<file path="config.mk">
export PLATFORM = sky130hd
export DESIGN_NAME = psic_irq_cmd
export DESIGN_NICKNAME = d
export VERILOG_FILES = /design/src/rtl/psic_pkg.sv /design/src/rtl/psic_irq_cmd.sv
export SDC_FILE = /design/constraint.sdc
export NUM_CORES = 1
export LEC_CHECK = 0
export CAP_MARGIN = 20
export CELL_PAD_IN_SITES_DETAIL_PLACEMENT = 1
export CELL_PAD_IN_SITES_GLOBAL_PLACEMENT = 2
export CORE_ASPECT_RATIO = 0.6
export CORE_MARGIN = 4
export CORE_UTILIZATION = 36
export CTS_CLUSTER_DIAMETER = 80
export DETAILED_ROUTE_END_ITERATION = 7
export DONT_BUFFER_PORTS = 1
export PLACE_DENSITY_LB_ADDON = 0.05
export SYNTH_ARGS = -nofsm -noshare
export SYNTH_HDL_FRONTEND = slang
export SYNTH_SLANG_ARGS = --single-unit
</file>
<file path="constraint.sdc">
create_clock -name clk -period 2.8 [get_ports clk]
set_input_delay 0.14 -clock clk [delete_from_list [all_inputs] [get_ports clk]]
set_output_delay 0.14 -clock clk [all_outputs]
set_load 0.01 [all_outputs]
</file>
<file path="src/rtl/psic_pkg.sv">
package psic_pkg;
	// register offsets (byte addresses)
	localparam logic [11:0] OFS_REEVAL = 12'h018;
	localparam logic [11:0] OFS_ERRPEND = 12'h044;
	localparam logic [11:0] OFS_ERRCLR = 12'h054;
	localparam logic [11:0] OFS_XCMD = 12'h120;
	localparam logic [11:0] OFS_XSTAT = 12'h128;
	// registers of our own: cpu control, cpu status, irq status, irq mask
	localparam logic [11:0] OFS_CPUCTL = 12'h200;
	localparam logic [11:0] OFS_CPUSTAT = 12'h204;
	localparam logic [11:0] OFS_IRQSTAT = 12'h208;
	localparam logic [11:0] OFS_IRQMASK = 12'h20C;
	// field positions
	localparam int BIT_REEVAL = 0;
	localparam int BIT_ERR39 = 7;
	localparam int BIT_GO = 0;
	localparam int BIT_BUSY = 0;
	localparam int BIT_RST_EN = 0;
	localparam int BIT_STATE_EN = 1;
	localparam int BIT_RST_FLAG = 0;
	localparam int BIT_STATE_FLAG = 1;
	// irq status bits: 0 module error, 1 transition done
	localparam int IRQ_ERR = 0;
	localparam int IRQ_DONE = 1;
	// reset values
	localparam logic [31:0] RST_ZERO = 32'h0000_0000;
	localparam logic [1:0] RST_MASK = 2'h0;
	// cycles per module transition step
	localparam int STEP_CYCLES = 4;

	typedef struct packed {
		logic [11:0] addr;
		logic [31:0] wdata;
		logic wr;
		logic rd;
	} psic_bus_s;

	typedef struct packed {
		logic stateAltered;
		logic resetAltered;
	} psic_emu_s;

	function automatic logic hit(input logic [11:0] a, input logic [11:0] ofs);
		return a == ofs;
	endfunction
endpackage
</file>
<file path="src/rtl/psic_irq_cmd.sv">
// Contract
// - reevaluate write of one re-checks interrupt
// - writing zero to command bits: no action
// - command bits write-only, zero after reset
// - pending bit 7 shows module 39 error
// - only module 39 errors; others read zero
// - pending register read-only, reset zero
// - clear bit 7 clears pending and flags
// - go examines all next-state fields
// - mismatching modules move; matching ones stay
// - irq high while enabled event active; here it drops two cycles after delivery until reevaluate or a new event
// - reevaluate re-asserts irq if events remain
// - events gated by module 39 enables
// - busy bit reads one during transition
//
// The register offsets and strobed register access were decided locally.
`timescale 1ns/1ps
`default_nettype none
module psic_irq_cmd #(
	parameter int NMOD = 8,
	parameter int SW = 2
) (
	// clock and reset
	input wire logic clk,
	input wire logic rst,
	input wire logic ce,
	// register port
	input wire psic_pkg::psic_bus_s bus,
	output logic [31:0] rdata,
	// emulation events (pins from outside the clock domain)
	input wire psic_pkg::psic_emu_s emuEvent,
	// module state fields
	input wire logic [NMOD*SW-1:0] nextState,
	output logic [NMOD*SW-1:0] curState,
	output logic domainBusy,
	// interrupt to the processor
	output logic power_ctrl_irq
);
	import psic_pkg::*;

	typedef enum {IDLE, SCAN, WAIT} psic_state_e;

	psic_emu_s emuMeta, emuSync;
	logic [1:0] cpuCtl;
	logic resetFlag, stateFlag, errPend;
	logic [1:0] irqStat, irqMask;
	logic evalPend;
	psic_state_e st;
	logic [$clog2(NMOD+1)-1:0] idx;
	logic [$clog2(STEP_CYCLES+1)-1:0] stepCnt;

	wire wrEval = bus.wr && hit(bus.addr, OFS_REEVAL) && bus.wdata[BIT_REEVAL];
	wire wrClr = bus.wr && hit(bus.addr, OFS_ERRCLR) && bus.wdata[BIT_ERR39];
	wire wrGo = bus.wr && hit(bus.addr, OFS_XCMD) && bus.wdata[BIT_GO];
	wire wrCtl = bus.wr && hit(bus.addr, OFS_CPUCTL);
	wire wrMask = bus.wr && hit(bus.addr, OFS_IRQMASK);
	wire rdIrq = bus.rd && hit(bus.addr, OFS_IRQSTAT);
	wire newRst = emuSync.resetAltered && cpuCtl[BIT_RST_EN];
	wire newState = emuSync.stateAltered && cpuCtl[BIT_STATE_EN];
	wire newErr = newRst || newState;
	wire doneEv = (st == WAIT) && (stepCnt == 0) && (idx == NMOD[$bits(idx)-1:0] - 1'b1);
	wire anyEvent = resetFlag || stateFlag || errPend;
	// line held low one cycle on reevaluate so an edge-sensing controller sees it again
	wire next_irq = ((anyEvent && !evalPend) || |(irqStat & irqMask)) && !wrEval;
	wire [SW-1:0] nxtField = nextState[idx[$clog2(NMOD)-1:0]*SW +: SW];
	wire [SW-1:0] curField = curState[idx[$clog2(NMOD)-1:0]*SW +: SW];
	wire mism = nxtField != curField;

	logic [31:0] next_rdata;
	always_comb begin
		next_rdata = RST_ZERO;
		if (bus.rd) begin
			unique case (bus.addr)
				OFS_ERRPEND: next_rdata[BIT_ERR39] = errPend;
				OFS_XSTAT: next_rdata[BIT_BUSY] = domainBusy;
				OFS_CPUCTL: next_rdata[1:0] = cpuCtl;
				OFS_CPUSTAT: next_rdata[1:0] = {stateFlag, resetFlag};
				OFS_IRQSTAT: next_rdata[1:0] = irqStat;
				OFS_IRQMASK: next_rdata[1:0] = irqMask;
				default: next_rdata = RST_ZERO;
			endcase
		end
	end

	always_ff @(posedge clk) begin
		if (rst) begin
			emuMeta <= '0;
			emuSync <= '0;
		end else if (ce) begin
			emuMeta <= emuEvent;
			emuSync <= emuMeta;
		end
	end

	// flags: set wins over clear
	always_ff @(posedge clk) begin
		if (rst) begin
			resetFlag <= 1'b0;
			stateFlag <= 1'b0;
			errPend <= 1'b0;
			cpuCtl <= 2'h0;
			irqMask <= RST_MASK;
			irqStat <= 2'h0;
			evalPend <= 1'b0;
			rdata <= RST_ZERO;
			power_ctrl_irq <= 1'b0;
		end else if (ce) begin
			resetFlag <= newRst || (resetFlag && !wrClr);
			stateFlag <= newState || (stateFlag && !wrClr);
			errPend <= newErr || (errPend && !wrClr);
			if (wrCtl)
				cpuCtl <= bus.wdata[1:0];
			if (wrMask)
				irqMask <= bus.wdata[1:0];
			irqStat[IRQ_ERR] <= newErr || (irqStat[IRQ_ERR] && !rdIrq);
			irqStat[IRQ_DONE] <= doneEv || (irqStat[IRQ_DONE] && !rdIrq);
			// after delivery, wait for reevaluate unless a new event arrives
			if (newErr || wrEval)
				evalPend <= 1'b0;
			else if (power_ctrl_irq && anyEvent)
				evalPend <= 1'b1;
			rdata <= next_rdata;
			power_ctrl_irq <= next_irq;
		end
	end

	// transition engine walks every module of the domain
	always_ff @(posedge clk) begin
		if (rst) begin
			st <= IDLE;
			idx <= '0;
			stepCnt <= '0;
			curState <= '0;
			domainBusy <= 1'b0;
		end else if (ce) begin
			unique case (st)
				IDLE: if (wrGo) begin
					st <= SCAN;
					idx <= '0;
					domainBusy <= 1'b1;
				end
				SCAN: begin
					stepCnt <= mism ? STEP_CYCLES[$bits(stepCnt)-1:0] : '0;
					st <= WAIT;
				end
				WAIT: if (stepCnt != 0) begin
					stepCnt <= stepCnt - 1'b1;
					if (stepCnt == 1)
						curState[idx[$clog2(NMOD)-1:0]*SW +: SW] <= nxtField;
				end else if (idx == NMOD[$bits(idx)-1:0] - 1'b1) begin
					st <= IDLE;
					domainBusy <= 1'b0;
				end else begin
					idx <= idx + 1'b1;
					st <= SCAN;
				end
			endcase
		end
	end
endmodule
`default_nettype wire

</file>
# == Word-level counts from Yosys, hierarchy flattened ==
# Cells that the tools add are included.
# classes
bitwise_logic,1
n_eq_ne,20
n_shift,4
multipliers,0
div,0
n_reduce_logical,50
add_sub_neg,3
order_cmp,0
muxes,22
# op_table
operator,n
32-bit case mux with 3 select lines,1
32-bit 2-to-1 mux,2
12-bit by 10-bit == test with 1-bit output (second input constant),4
4-bit negation with 34-bit output,1
2-bit by 34-bit variable shift with 16-bit output (first input constant),1
2-bit by 34-bit variable part select with 16-bit output,1
32-bit by 1-bit == test with 1-bit output (second input constant),1
32-bit by 2-bit == test with 1-bit output (second input constant),1
32-bit by 3-bit == test with 1-bit output (second input constant),1
32-bit logical NOT,1
16-bit by 5-bit variable part select with 2-bit output,2
12-bit by 7-bit == test with 1-bit output (second input constant),2
12-bit by 9-bit == test with 1-bit output (second input constant),2
1-bit logical AND,21
16-bit bitwise mux,1
12-bit by 5-bit == test with 1-bit output (second input constant),1
4-bit 2-to-1 mux,3
1-bit logical OR,10
2-bit != test (second input constant),5
5-bit AND reduction,2
8-bit 2-to-1 mux,1
4-bit case mux with 2 select lines,1
1-bit 2-to-1 mux,7
3-bit 2-to-1 mux,2
18 further kinds,26
# word_totals
memories,0
register_bits,103
word_cells,118
mem_bits_ro,0
in_bits,67
latchBits,0
ramBits,0

# == Longest topological paths before layout ==
# depth
ltp_word,6
ltp_mapped,10

# == Worst setup path before layout ==
# Ideal clock, no wire load.
# synth_timing
kind,reg2reg
from,register idx[0]
to,register curState[2]
arrival_ps,1967
period_less_slack_ps,2095
slack_ps,705
t_required_ps,2672
stages_incl_launch_ff,10
n_path_buf,2
path_cell_list,dfxtp_1 buf_6 buf_6 inv_2 ha_1 ha_1 nor4b_2 nand2_1 mux2i_1 nor2_1
# synth_between
elab_chain_len,3
elab_cells_between_ends,5
classes_between,1 x add/sub; 3 x shift; 1 x mux
# synth_rtl
element,line_no,rtl
"start, declared",psic_irq_cmd.sv:49,logic [$clog2(NMOD+1)-1:0] idx;
"start signal, assigned",psic_irq_cmd.sv:154,idx <= idx + 1'b1;
16-bit by 5-bit variable part select with 2-bit output or 4-bit negation with 34-bit output (tied branches),"psic_irq_cmd.sv:65, psic_irq_cmd.sv:149",
2-bit by 34-bit variable part select with 16-bit output or 2-bit by 34-bit variable shift with 16-bit output (tied branches),psic_irq_cmd.sv:149,curState[idx[$clog2(NMOD)-1:0]*SW +: SW] <= nxtField;
16-bit bitwise mux *,psic_irq_cmd.sv:149,
"end signal, assigned by index",psic_irq_cmd.sv:149,
"end, declared",psic_irq_cmd.sv:34,"output logic [NMOD*SW-1:0] curState,"
# Mark *: on every way between the ends. The rest lies on a longest branch, timed or not.
# A chain may end at the register's enable or synchronous reset.

# == Worst setup path after layout ==
# layout_timing
from,register idx[0]
to,register curState[7]
# Same word-level chain as after synthesis.

==> run_results.csv <==
group,metric,value,unit
timing,finalMaxSlewViolations,0,
grt,grt_max_degree,41,
timing,holdWs,9.171,ps
worst_hold_path,holdPathEnd,"emuSync[1]",
grt,grtUsageMet3,5.861,%
die,die_y,75.80,um
finish,seq_area,880.8,um2
die,die_x,121.0,um
finish,fillers,875,
grt,first_global_vias,2159,
critical_path,critPathLaunchType,"flip-flop",
die,top_level_ports,117,
yosys,synth_cells,309,
power_and_ir_drop,p_int,1.011,mW
grt,grt_most_used_layer,"met1",
critical_path,r2r_end,"curState[7]",
power_and_ir_drop,peakVddDrop,0.0001637,V
timing,layout_min_cycle_time,2318,ps
timing,skew,4.693,ps
critical_path,reg2reg_from,"idx[0]",
yosys,yosysWarnings,0,
finish,antenna_cells,0,
worst_hold_path,hold_class,"input port to flip-flop",
timing,slew_headroom,59.26,%
grt,grt-ovfl-total,0,
die,initial_utilization,37.48,%
placement,routabilityCongestion,0.7507,
timing,worstMarginPinSlew,594.2,ps
flow_run,max_cap_violations,0,
outcome,status,"completed",
detailed_routing,drc,0,
yosys,avgSynthCellArea,8.924,um2
detailed_routing,routedWlPerCell,18.24,um
grt,grt_pass1_wl,11760,um
timing,finalSetupViolations,0,
clock_network,cts_root_buf,"clkbuf_16",
clock_network,cts_tree,"done",
die,core.rowCount,24,
yosys,yosysTopAreaCell,"dfxtp_1",
grt,grt_util_all_layers,16.96,%
finish,final_core_util,40.66,%
clock_network,cts_made_buffers,5,
yosys,yosysSeqAreaShare,31.94,%
placement,io_buffers,0,
detailed_routing,wirelength,7641,um
worst_hold_path,hold_depth,2,
grt,use_met2,21.28,%
critical_path,required,2990,ps
detailed_routing,vias,2204,
timing,rsz0062_at_grt,"false",
detailed_routing,antenna_left,0,
clock_network,clk_pin_slew,70,ps
clock_network,clk_latency,290,ps
power_and_ir_drop,powerDensity,444.0,nW/um2
yosys,synth_flop_cell,"dfxtp_1",
yosys,syn_area,2758,um2
detailed_routing,vias_per_cell,5.260,
detailed_routing,drt_iter0_drc,95,
timing,totalNegativeSetupSlack,0,ps
clock_network,clock_path_buffers,2,
power_and_ir_drop,leakage,1.169,nW
power_and_ir_drop,clock_power_share,46.7,%
die,dieArea,9170,um2
timing,fin_crit_sh,82.79,%
power_and_ir_drop,seqPwrFrac,47.6,%
critical_path,path_class,"flip-flop to flip-flop",
yosys,synth_top_area_share,31.94,%
finish,drive_gt1_share,11.11,%
finish,area_growth,8.485,%
power_and_ir_drop,comb_power_share,5.7,%
finish,multi_input_area,1662,um2
timing,finalHoldViolations,0,
timing,max_freq,0.4314,GHz
grt,antenna_found_initial,0,
placement,dpl_cell_area,2768,um2
clock_network,cts_max_level,2,
critical_path,end_kind,"flip-flop",
yosys,synth_edf_count,0,
critical_path,ff2ff_setup_slack,480,ps
clock_network,cts_setup_buffers,0,
yosys,synth_area_leaders,"dfxtp_1 32%, mux2i_1 8.0%, buf_4 7.9%",
finish,nNetsFinal,390,
yosys,ys_ff_latch,44,
yosys,async_reset_ff_share,0,%
grt,use_met1,26.06,%
yosys,synthDistinctLibCells,53,
power_and_ir_drop,p_switching,316.7,uW
clock_network,clock_sinks,44,
finish,final_area,2992,um2
placement,dp_hpwl,5767,um
critical_path,reg2reg_depth,6,
die,core,7357,um2
power_and_ir_drop,swShare,23.85,%
worst_hold_path,min_from,"ce",
critical_path,startpoint,"idx[0]",
critical_path,cp_max_fo,11,
detailed_routing,dr.pass1.iters,4,
power_and_ir_drop,finalPower,1.328,mW
critical_path,critPathArrivalTime,2510,ps
## worst max path at each step
| stage | endpoint | slack, ps | depth (start not counted) |
|---|---|---|---|
| 3_3_place_gp | curState[15] | 540 | 6 |
| 2_1_floorplan | curState[2] | 710 | 9 |
| 4_1_cts | curState[7] | 500 | 6 |
| 3_5_place_dp | curState[7] | 530 | 6 |
| 5_1_grt | curState[7] | 350 | 6 |
| 6_report | curState[7] | 480 | 6 |
## metal layers
layer / vias to the layer above / wire (um)
met5: - / 0
met4: 0 / 99
met3: 8 / 689
met2: 74 / 2767
met1: 1062 / 4085
li1: 1060 / -
## layout by cell type (no fill, tap or decap), types with 3 or more instances in the layout
master,synthesis,routed
or2_1,3,3
buf_4,29,5
nor2_1,40,40
dlygate4sd3_1,0,5
nand3b_1,3,3
mux2i_1,22,22
ha_1,9,9
clkbuf_16,0,5
conb_1,1,29
o21ai_0,4,4
nand3_1,7,7
nand2_1,23,23
inv_1,8,8
mux4_2,9,9
nor3_1,10,10
nor2b_1,4,4
nor3b_1,3,3
dfxtp_1,44,44
a21oi_1,18,18
a32oi_1,3,3
mux2_2,4,4
nor4_1,6,6
## power groups by stage
stage | Clock (mW) | Sequential, mW | Combinational (mW)
3_5_place_dp | 0 | 0.646 | 0.0554
4_1_cts | 0.642 | 0.632 | 0.0735
6_report | 0.620 | 0.632 | 0.0763
2_1_floorplan | 0 | 0.645 | 0.0908
5_1_grt | 0.676 | 0.632 | 0.0835
3_3_place_gp | 0 | 0.646 | 0.0553
## Yosys cell counts (all sizes together) (3+ instances only)
cell type / count
a21oi: 18
a32oi: 3
buf: 32
clkbuf: 10
dfxtp: 44
ha: 9
inv: 10
mux2: 4
mux2i: 23
mux4: 9
nand2: 23
nand3: 7
nand3b: 3
nor2: 40
nor2b: 4
nor3: 10
nor3b: 3
nor4: 7
nor4b: 3
o21ai: 5
or2: 3
## timing repair
action                                 CTS  global route
endpoints found under the hold margin   40             1
hold buffers                             5             1
resized for setup                        0             0
## final cells by class
class,instances,share of cell area (%)
tap,104,4.350
sequential,44,29.44
multi-input combinational,241,55.54
clock buffer,6,4.642
timing repair buffer,12,4.266
inverter,10,1.255
clock inverter,2,0.5019
## cell families (layout without fill, tap and decap cells)
family                   count (synthesis)  after routing  synth area share (%)
other                                    1             29                0.1360
adder cells (fa/ha/maj)                  9              9                 4.084
AND/OR/NAND/NOR                        118            118                 21.87
multiplexers                            36             36                 17.79
buffers and inverters                   52             30                 11.62
flip-flops                              44             44                 31.94
XOR/XNOR                                 3              3                0.9530
AO/OA/AOI/OAI                           46             46                 11.62
## per-stage QoR
step                      std cells  setup WS (ps)
after global routing            419          354.0
after floorplan                 337          705.0
after global placement          405          544.7
final                           419          481.9
after detailed placement        405          525.3
after CTS                       418          500.5
## sequential cells by signal (all words and copies together), names as in the netlist
signal	cells
curState	16
irqMask	2
stepCnt	3
power_ctrl_irq	1
domainBusy	1
errPend	1
resetFlag	1
rdata	3
emuMeta	2
st	2
cpuCtl	2
evalPend	1
stateFlag	1
idx	4
irqStat	2
emuSync	2
## critical path: stages, from the launching register on
cell and delay [ps]:
dfxtp_1 570, buf_12 200, mux4_2 530, mux2i_1 510
nor2_1 150, mux2i_1 180, nor2_1 50
(Power assumes the default switching activity.)
